## src/verilog/pmcu_pkg.sv

```systemverilog
// Constants shared by the power mode command unit.
package pmcu_pkg;
    localparam logic [7:0] AXIS_EN_OFS = 8'h05;
    localparam logic [7:0] CMD_OFS = 8'h06;
    localparam logic [7:0] STATUS_OFS = 8'h07;
    localparam logic [7:0] AXIS_EN_RST = 8'h07;
    localparam logic [3:0] CMD_RST = 4'h0;
    localparam logic [7:0] STATUS_RST = 8'h00;
    localparam int ST_BUSY_BIT = 0;
    localparam int ST_RATE_OVW_BIT = 1;
    localparam int ST_AVG_OVW_BIT = 2;
    localparam int ST_CONT_BIT = 3;
    localparam int ST_ILL_BIT = 4;
    localparam logic [3:0] ENTER_SLEEP_STATE = 4'h0;
    localparam logic [3:0] CONTINUOUS_MEASURE_MODE = 4'h1;
    localparam logic [3:0] APPLY_RATE_AVERAGING = 4'h2;
    localparam logic [3:0] SINGLE_SHOT_FULL = 4'h3;
    localparam logic [3:0] SINGLE_SHOT_QUICK = 4'h4;
    localparam logic [3:0] FLUX_GUIDE_RESET_FULL = 4'h5;
    localparam logic [3:0] FLUX_GUIDE_RESET_QUICK = 4'h6;
    localparam logic [3:0] BIT_RESET_FULL = 4'h7;
    localparam logic [3:0] BIT_RESET_QUICK = 4'h8;
    localparam int CLK_PERIOD_NS = 100;
    localparam int CMD_TIME_NS = 1000;
    localparam int CMD_CYCLES = (CMD_TIME_NS + CLK_PERIOD_NS - 1) / CLK_PERIOD_NS;
    typedef enum logic [2:0] {
        PMCU_SLEEP = 3'h1,
        PMCU_CONT = 3'h2,
        PMCU_SINGLE = 3'h4
    } pmcu_mode_t;
endpackage

```

## src/verilog/pmcu_top.sv

```systemverilog
// Power mode command unit: axis enables, command decode and command status.
`timescale 1ns/1ps
module pmcu_top #(
    parameter int BUSY_CYCLES = pmcu_pkg::CMD_CYCLES
) (
    input wire logic clk,
    input wire logic rst_b,
    input wire logic ce,
    input wire logic [7:0] reg_addr,
    input wire logic reg_wr,
    input wire logic [7:0] reg_wdata,
    input wire logic reg_rd,
    output logic [7:0] reg_rdata,
    input wire logic rate_cfg_wr,
    input wire logic avg_cfg_wr,
    input wire logic cmd_error_clr,
    output logic cmd_error_flag,
    output logic [2:0] axis_en,
    output logic continuous_mode_active,
    output logic cmd_start,
    output logic [3:0] cmd_code,
    output logic apply_rate_averaging
);
    localparam logic [7:0] BUSY_LOAD = 8'(BUSY_CYCLES);

    // Legal means a known code that the present power mode lets through.
    function automatic logic cmd_legal(input logic [3:0] code, input logic in_cont);
        logic known;
        known = (code <= pmcu_pkg::BIT_RESET_QUICK);
        cmd_legal = known && (!in_cont || code == pmcu_pkg::ENTER_SLEEP_STATE ||
            code == pmcu_pkg::APPLY_RATE_AVERAGING);
    endfunction

    pmcu_pkg::pmcu_mode_t mode_ff, nxt_mode;
    logic [7:0] busy_cnt_ff, nxt_busy_cnt;
    logic [2:0] axis_en_ff, nxt_axis_en;
    logic [3:0] cmd_ff, nxt_cmd;
    logic ill_ff, nxt_ill;
    logic rate_ovw_ff, nxt_rate_ovw;
    logic avg_ovw_ff, nxt_avg_ovw;
    logic err_ff, nxt_err;
    logic start_ff, nxt_start;
    logic apply_ff, nxt_apply;
    logic [7:0] rdata_ff, nxt_rdata;
    logic busy, in_cont, cmd_wr, accept, refuse_ill, refuse_busy;
    logic [3:0] wcode;
    logic [7:0] status;

    assign busy = (busy_cnt_ff != 8'h00);
    assign in_cont = (mode_ff == pmcu_pkg::PMCU_CONT);
    assign wcode = reg_wdata[3:0];
    assign cmd_wr = reg_wr && (reg_addr == pmcu_pkg::CMD_OFS);
    assign refuse_busy = cmd_wr && busy;
    assign accept = cmd_wr && !busy && cmd_legal(wcode, in_cont);
    assign refuse_ill = cmd_wr && !busy && !cmd_legal(wcode, in_cont);
    // Bits 7:5 of the status register are reserved and read as zero.
    assign status = {3'h0, ill_ff, in_cont, avg_ovw_ff, rate_ovw_ff, busy};

    always_comb begin
        nxt_mode = mode_ff;
        nxt_busy_cnt = busy_cnt_ff;
        nxt_axis_en = axis_en_ff;
        nxt_cmd = cmd_ff;
        nxt_ill = ill_ff;
        nxt_rate_ovw = rate_ovw_ff;
        nxt_avg_ovw = avg_ovw_ff;
        nxt_err = err_ff;
        nxt_start = 1'b0;
        nxt_apply = 1'b0;
        nxt_rdata = rdata_ff;
        if (reg_wr && reg_addr == pmcu_pkg::AXIS_EN_OFS) begin
            nxt_axis_en = reg_wdata[2:0];
        end
        // A busy-time write only raises the error flag; an illegal one still occupies the unit.
        if (busy) begin
            nxt_busy_cnt = busy_cnt_ff - 8'h01;
        end
        if (cmd_wr && !busy) begin
            nxt_cmd = wcode;
            nxt_busy_cnt = BUSY_LOAD;
        end
        // A single-shot measurement drops back to sleep when its processing ends.
        if (mode_ff == pmcu_pkg::PMCU_SINGLE && busy_cnt_ff == 8'h01) begin
            nxt_mode = pmcu_pkg::PMCU_SLEEP;
        end
        if (accept) begin
            nxt_start = 1'b1;
            nxt_ill = 1'b0;
            unique case (wcode)
                pmcu_pkg::ENTER_SLEEP_STATE: nxt_mode = pmcu_pkg::PMCU_SLEEP;
                pmcu_pkg::CONTINUOUS_MEASURE_MODE: nxt_mode = pmcu_pkg::PMCU_CONT;
                pmcu_pkg::SINGLE_SHOT_FULL,
                pmcu_pkg::SINGLE_SHOT_QUICK: nxt_mode = pmcu_pkg::PMCU_SINGLE;
                default: nxt_mode = nxt_mode;
            endcase
            if (wcode == pmcu_pkg::APPLY_RATE_AVERAGING) begin
                nxt_apply = 1'b1;
                nxt_rate_ovw = 1'b0;
                nxt_avg_ovw = 1'b0;
            end
        end
        if (refuse_ill) begin
            nxt_ill = 1'b1;
        end
        // New pending values win over the clear done by an update.
        if (rate_cfg_wr) begin
            nxt_rate_ovw = 1'b1;
        end
        if (avg_cfg_wr) begin
            nxt_avg_ovw = 1'b1;
        end
        if (cmd_error_clr) begin
            nxt_err = 1'b0;
        end
        if (refuse_busy) begin
            nxt_err = 1'b1;
        end
        // The write-only command register and unmapped offsets read as zero.
        if (reg_rd) begin
            unique case (reg_addr)
                pmcu_pkg::AXIS_EN_OFS: nxt_rdata = {5'h00, axis_en_ff};
                pmcu_pkg::STATUS_OFS: nxt_rdata = status;
                default: nxt_rdata = 8'h00;
            endcase
        end
    end

    always_ff @(posedge clk or negedge rst_b) begin
        if (!rst_b) begin
            mode_ff <= pmcu_pkg::PMCU_SLEEP;
            busy_cnt_ff <= 8'h00;
            axis_en_ff <= pmcu_pkg::AXIS_EN_RST[2:0];
            cmd_ff <= pmcu_pkg::CMD_RST;
            ill_ff <= pmcu_pkg::STATUS_RST[pmcu_pkg::ST_ILL_BIT];
            rate_ovw_ff <= pmcu_pkg::STATUS_RST[pmcu_pkg::ST_RATE_OVW_BIT];
            avg_ovw_ff <= pmcu_pkg::STATUS_RST[pmcu_pkg::ST_AVG_OVW_BIT];
            err_ff <= 1'b0;
            start_ff <= 1'b0;
            apply_ff <= 1'b0;
            rdata_ff <= 8'h00;
        end else if (ce) begin
            mode_ff <= nxt_mode;
            busy_cnt_ff <= nxt_busy_cnt;
            axis_en_ff <= nxt_axis_en;
            cmd_ff <= nxt_cmd;
            ill_ff <= nxt_ill;
            rate_ovw_ff <= nxt_rate_ovw;
            avg_ovw_ff <= nxt_avg_ovw;
            err_ff <= nxt_err;
            start_ff <= nxt_start;
            apply_ff <= nxt_apply;
            rdata_ff <= nxt_rdata;
        end
    end

    assign reg_rdata = rdata_ff;
    assign cmd_error_flag = err_ff;
    assign axis_en = axis_en_ff;
    assign continuous_mode_active = in_cont;
    assign cmd_start = start_ff;
    assign cmd_code = cmd_ff;
    assign apply_rate_averaging = apply_ff;

    // Counts how long busy has stood since the last load, for the busy length check.
    logic [7:0] busy_age_ff, nxt_busy_age;
    always_comb begin
        nxt_busy_age = 8'h00;
        if (busy) begin
            nxt_busy_age = busy_age_ff + 8'h01;
        end
    end
    always_ff @(posedge clk or negedge rst_b) begin
        if (!rst_b) begin
            busy_age_ff <= 8'h00;
        end else if (ce) begin
            busy_age_ff <= nxt_busy_age;
        end
    end

    axis_write_a: assert property (@(posedge clk) disable iff (!rst_b)
        ce && reg_wr && reg_addr == pmcu_pkg::AXIS_EN_OFS |=> axis_en == $past(reg_wdata[2:0]))
        else $error("axis enable not written");

    cmd_store_a: assert property (@(posedge clk) disable iff (!rst_b)
        ce && cmd_wr && !busy |=> cmd_code == $past(wcode) && cmd_start == $past(accept))
        else $error("command not stored");

    mode_enter_a: assert property (@(posedge clk) disable iff (!rst_b)
        ce && accept && wcode == pmcu_pkg::CONTINUOUS_MEASURE_MODE |=> continuous_mode_active)
        else $error("continuous mode not entered");

    single_enter_a: assert property (@(posedge clk) disable iff (!rst_b)
        ce && accept && (wcode == pmcu_pkg::SINGLE_SHOT_FULL ||
        wcode == pmcu_pkg::SINGLE_SHOT_QUICK) |=> mode_ff == pmcu_pkg::PMCU_SINGLE && busy)
        else $error("single shot not started");

    // A single shot must fall back to sleep on the same edge that ends busy.
    single_end_a: assert property (@(posedge clk) disable iff (!rst_b)
        ce && mode_ff == pmcu_pkg::PMCU_SINGLE && busy_cnt_ff == 8'h01 |=>
        mode_ff == pmcu_pkg::PMCU_SLEEP && !busy)
        else $error("single shot did not return to sleep");

    cont_block_a: assert property (@(posedge clk) disable iff (!rst_b)
        ce && cmd_wr && !busy && in_cont && wcode == pmcu_pkg::SINGLE_SHOT_FULL |=>
        !cmd_start && continuous_mode_active && status[pmcu_pkg::ST_ILL_BIT])
        else $error("blocked command took effect");

    illegal_flag_a: assert property (@(posedge clk) disable iff (!rst_b)
        ce && cmd_wr && !busy && wcode > pmcu_pkg::BIT_RESET_QUICK |=>
        status[pmcu_pkg::ST_ILL_BIT] && !cmd_start)
        else $error("illegal code not flagged");

    apply_pulse_a: assert property (@(posedge clk) disable iff (!rst_b)
        ce && accept && wcode == pmcu_pkg::APPLY_RATE_AVERAGING |=> apply_rate_averaging)
        else $error("update pulse missing");

    apply_once_a: assert property (@(posedge clk) disable iff (!rst_b)
        ce && apply_rate_averaging |=> !apply_rate_averaging)
        else $error("update pulse too long");

    busy_len_a: assert property (@(posedge clk) disable iff (!rst_b)
        busy |-> busy_age_ff < BUSY_LOAD)
        else $error("busy stood too long");

    busy_error_a: assert property (@(posedge clk) disable iff (!rst_b)
        ce && refuse_busy |=> cmd_error_flag && $stable(cmd_code))
        else $error("busy write not refused");

    ovw_set_a: assert property (@(posedge clk) disable iff (!rst_b)
        ce && rate_cfg_wr |=> status[pmcu_pkg::ST_RATE_OVW_BIT])
        else $error("rate overwrite not flagged");

    avg_ovw_set_a: assert property (@(posedge clk) disable iff (!rst_b)
        ce && avg_cfg_wr |=> status[pmcu_pkg::ST_AVG_OVW_BIT])
        else $error("averaging overwrite not flagged");

    ovw_clear_a: assert property (@(posedge clk) disable iff (!rst_b)
        ce && accept && wcode == pmcu_pkg::APPLY_RATE_AVERAGING && !rate_cfg_wr && !avg_cfg_wr
        |=> !status[pmcu_pkg::ST_RATE_OVW_BIT] && !status[pmcu_pkg::ST_AVG_OVW_BIT])
        else $error("overwrite flags not cleared by update");

    err_clear_a: assert property (@(posedge clk) disable iff (!rst_b)
        ce && cmd_error_clr && !refuse_busy |=> !cmd_error_flag)
        else $error("error flag not cleared");

    ill_set_a: assert property (@(posedge clk) disable iff (!rst_b)
        ce && refuse_ill |=> status[pmcu_pkg::ST_ILL_BIT] && !cmd_start && busy)
        else $error("illegal command not flagged");

    ill_clear_a: assert property (@(posedge clk) disable iff (!rst_b)
        ce && accept |=> !status[pmcu_pkg::ST_ILL_BIT] && cmd_start)
        else $error("illegal flag not cleared by accepted command");

    sleep_enter_a: assert property (@(posedge clk) disable iff (!rst_b)
        ce && accept && wcode == pmcu_pkg::ENTER_SLEEP_STATE |=>
        mode_ff == pmcu_pkg::PMCU_SLEEP && !continuous_mode_active)
        else $error("sleep not entered");

    reset_start_a: assert property (@(posedge clk) disable iff (!rst_b)
        ce && accept && wcode >= pmcu_pkg::FLUX_GUIDE_RESET_FULL &&
        wcode <= pmcu_pkg::BIT_RESET_QUICK |=> cmd_start && cmd_code == $past(wcode))
        else $error("reset command not issued");

    busy_set_a: assert property (@(posedge clk) disable iff (!rst_b)
        ce && cmd_wr && !busy |=> busy && status[pmcu_pkg::ST_BUSY_BIT])
        else $error("busy not raised by command");

    cont_pass_a: assert property (@(posedge clk) disable iff (!rst_b)
        ce && cmd_wr && !busy && in_cont && wcode == pmcu_pkg::APPLY_RATE_AVERAGING |=>
        cmd_start && apply_rate_averaging && continuous_mode_active)
        else $error("allowed command blocked in continuous mode");

    // A low clock enable must freeze the command state, busy count included.
    freeze_hold_a: assert property (@(posedge clk) disable iff (!rst_b)
        !ce |=> $stable(busy_cnt_ff) && $stable(mode_ff) && $stable(cmd_code))
        else $error("state moved while clock enable low");

    axis_read_a: assert property (@(posedge clk) disable iff (!rst_b)
        ce && reg_rd && reg_addr == pmcu_pkg::AXIS_EN_OFS |=>
        reg_rdata == {5'h00, $past(axis_en)})
        else $error("axis enable read wrong");

    cmd_read_a: assert property (@(posedge clk) disable iff (!rst_b)
        ce && reg_rd && reg_addr == pmcu_pkg::CMD_OFS |=> reg_rdata == 8'h00)
        else $error("command register not write-only");

    rdata_hold_a: assert property (@(posedge clk) disable iff (!rst_b)
        !(ce && reg_rd) |=> $stable(reg_rdata))
        else $error("read data changed without a read");
endmodule
```

## config.mk

```make
export PLATFORM = sky130hd
export DESIGN_NAME = pmcu_top
export DESIGN_NICKNAME = d
export VERILOG_FILES = /design/src/verilog/pmcu_pkg.sv /design/src/verilog/pmcu_top.sv
export SDC_FILE = /design/constraint.sdc
export NUM_CORES = 1
export LEC_CHECK = 0
export ABC_AREA = 1
export BUFFER_PORTS_ARGS = -buffer_cell sky130_fd_sc_hd__buf_2
export CAP_MARGIN = 0
export CORE_MARGIN = 5
export CORE_UTILIZATION = 54
export CTS_BUF_LIST = sky130_fd_sc_hd__clkbuf_8
export DETAILED_ROUTE_END_ITERATION = 8
export GPL_TIMING_DRIVEN = 0
export PLACE_DENSITY = 0.82
export SYNTH_ARGS = -nofsm -noshare
export SYNTH_HDL_FRONTEND = slang
export SYNTH_SLANG_ARGS = --single-unit
```

## constraint.sdc

```tcl
create_clock -name clk -period 2 [get_ports clk]
set_input_delay 0.2 -clock clk [delete_from_list [all_inputs] [get_ports clk]]
set_output_delay 0.2 -clock clk [all_outputs]
set_load 0.005 [all_outputs]
```

==> metrics <==
largest delay contributor family on the critical path=simple AND/OR/NAND/NOR gates; Rel. slew slack=0.5874; final setup violating endpoints=0; Register Area=730.7 µm²; DIE HEIGHT=64.72 µm; Worst Setup End Kind=register; Post-Syn Area=0.001617 mm²; synth-to-layout area growth=19.89%; Leakage=1.057 nW; Top cell by count, worst path=nand2_1; Hold Fails Final Rpt=0; fillcell total=245; Detailed Route WL=3257 µm; Main synth FF type=dfrtp_1; H-tree depth=2; status=finished, final reports clean; critical path required time=2.18 ns; footprint of the multi-input gates=772.0 µm²; core area=0.002805 mm²; nets@finish=269; Peak VDD IR=0.0006682 V; Top Ports=43; number of synthesized flops with an enable pin=0; Routed Antenna Nets=0; number of global-route vias before repair=1278; critical-path cell list=inv_1, ha_1, nand2_4, nor2_8, nand3_4, nor2_2, nand4_1, nand2_1, nand2_1; Worst-path clk slew=0.06 ns; Syn Inst Count=198; Final WS setup=0.2590 ns; Final Max Slew Viols=0; CTS Root Cell=clkbuf_8; layout cells sized above 1=0.2910; TritonCTS Buffers=5; PortBufs=35; Ys Warns=0; maxcap violations=0; Hold Crit Class=primary input to register; Die X-Extent=64.72 µm; ANT cells=0; Synth cell types=35; final worst-path cycle share=0.8705; clock buffer depth=2; global-route wire length before repair=5616 µm; critical path's slowest cell=dfrtp_1; power after layout=0.001806 W; post-DR vias/cell=5.084; top achievable clock speed=0.5744 GHz; DRC viols=0; CP arrival=1.92 ns; drt pass-1 iters=4; #FFs+latches synth=29; Post-Place Setup Slack=0.2788 ns; initial antenna violation count=0; Initial Utilization=0.5763; mean area per synthesized cell=8.164 µm²; CTS tree=built; # clock sinks=29; Final Util=0.6909; Final Non-Filler Cells=275; setup_tns=0 ns; Max stage delay on crit path=0.38 ns; total number of vias=1398; Total Die Area=0.004188 mm²; placed cell count=266; RSZ-0062 raised after global routing=no; maximum number of pins on one net before global-route repair=30; crit-path max FO=6; GRT Overall Usage=0.1738; row count=19; asr flop ratio synth=1.000; Startpoint Class=register; RePlAce Congestion=0.8529; worst-margin pin slew=0.6189 ns; PwrDens=931.7 mW/mm²; CP Buf/Inv Count=1; Clock Latency Late Sink=0.28 ns; DP Wirelength=2520 µm; post-synthesis sequential area ratio=0.4520; drt initial violations=76; grt ovf=0; fin crit period=1.741 ns; drt wl/cell=11.84 µm; Crit Path Class=register to register; clock skew=0.008509 ns
state kept, by name (all words and copies together) (netlist names):
name,cells
busy_cnt_ff,8
reg_rdata,5
cmd_code,4
axis_en,3
mode_ff,3
apply_rate_averaging,1
avg_ovw_ff,1
cmd_error_flag,1
cmd_start,1
ill_ff,1
rate_ovw_ff,1
cell usage in the layout (no fill, tap or decap), types with 4 or more instances in the layout:
master     n
clkbuf_8   6
nand3_1   13
nand2_1   59
o21ai_0    7
o21ai_1    4
dfstp_2    4
inv_1     21
dfrtp_1   25
buf_2     36
nor2_1    20
routing by layer:
layer | global-route usage | part of all wire | vias up | wire length [µm]
met5 | 0 | 0 | - | 0
met4 | 0.06596 | 0.015 | 0 | 49
met3 | 0.05872 | 0.058 | 6 | 189
met2 | 0.2631 | 0.46 | 46 | 1494
met1 | 0.2304 | 0.47 | 630 | 1522
li1 | - | - | 716 | -
worst register-to-register path, cell delays in order (launching register included):
cell     delay [ns]
dfrtp_1        0.38
inv_1          0.11
ha_1           0.29
nand2_4        0.11
nor2_8         0.15
nand3_4        0.12
nor2_2         0.15
nand4_1        0.17
nand2_1        0.11
nand2_1        0.05
timing repair:
| item | in CTS | in global routing |
|---|---|---|
| gates resized for setup | 0 | 0 |
| setup buffers | 0 | 0 |
| hold buffers | 1 | 0 |
| hold endpoints to repair | 25 | 0 |
where the power goes:
group	internal [W]	leakage, nW	switching, W	total, W
clock	0.000269	0.0538	0.000206	0.000476
sequential	0.000700	0.353	0.000107	0.000806
combinational	0.000211	0.651	0.000313	0.000524
total	0.00118	1.06	0.000626	0.00181
worst paths after layout:
| kind | start | endpoint | slack, ns | cells past startpoint |
|---|---|---|---|---|
| worst max-delay path | busy_cnt_ff[0]$_DFFE_PN0P_ | rate_ovw_ff$_DFFE_PN0P_ | 0.26 | 9 |
| worst min-delay path | avg_cfg_wr | avg_ovw_ff$_DFFE_PN0P_ | 0.12 | 3 |
| worst max register to register | busy_cnt_ff[0]$_DFFE_PN0P_ | rate_ovw_ff$_DFFE_PN0P_ | 0.26 | 9 |
| worst min register to register | cmd_error_flag$_DFFE_PN0P_ | cmd_error_flag$_DFFE_PN0P_ | 0.48 | 2 |
| max in group asynchronous | rst_b | mode_ff[2]$_DFFE_PN0P_ | 1.12 | 2 |
| min in group asynchronous | rst_b | busy_cnt_ff[7]$_DFFE_PN0P_ | 0.47 | 2 |
final cells by class:
cell class / instances / area share
multi-input cells: 144 / 0.3983
flip-flops and latches: 29 / 0.3770
repair buffers: 36 / 0.09555
clock buffers: 6 / 0.04261
inverters: 22 / 0.04261
plain buffers: 5 / 0.02001
well taps: 31 / 0.02001
clock inverters: 2 / 0.003873
logic make-up after synthesis:
logic type                 after synthesis  share of synthesized area
buffers and inverters                   27                    0.07507
other                                    1                   0.002320
xor gates and xnor gates                 4                    0.02168
DFF                                     29                     0.4520
adders and majority gates                2                    0.01548
AOI/OAI and AO/OA                       25                     0.1022
and+or+nand+nor                        110                     0.3313
through the flow:
stage	area [µm²]	hold WS, ns
finish	1938	0.1177
global route	1938	0.1262
CTS	1938	0.1113
detailed placement	1838	0.2513
global placement	1838	0.2493
floorplan	1624	-0.09559
Yosys cell counts, types with 2 or more instances:
cell type	n	area, µm²
inv_2	3	11.26
nand3b_1	3	22.52
xnor2_1	2	17.52
o21ai_0	7	35.03
o21ai_1	4	20.02
nand2_2	3	18.77
nor2_4	2	22.52
dfstp_2	4	105.1
nor2_2	3	18.77
a21oi_1	2	10.01
o31ai_1	2	15.01
nand3_1	13	65.06
nor2_1	20	75.07
dfrtp_1	25	625.6
ha_1	2	25.02
o21ai_2	3	26.28
xor2_1	2	17.52
buf_4	3	22.52
a31oi_1	3	18.77
nand2_1	59	221.5
inv_1	19	71.32
Power figures use the tool's default switching activity.
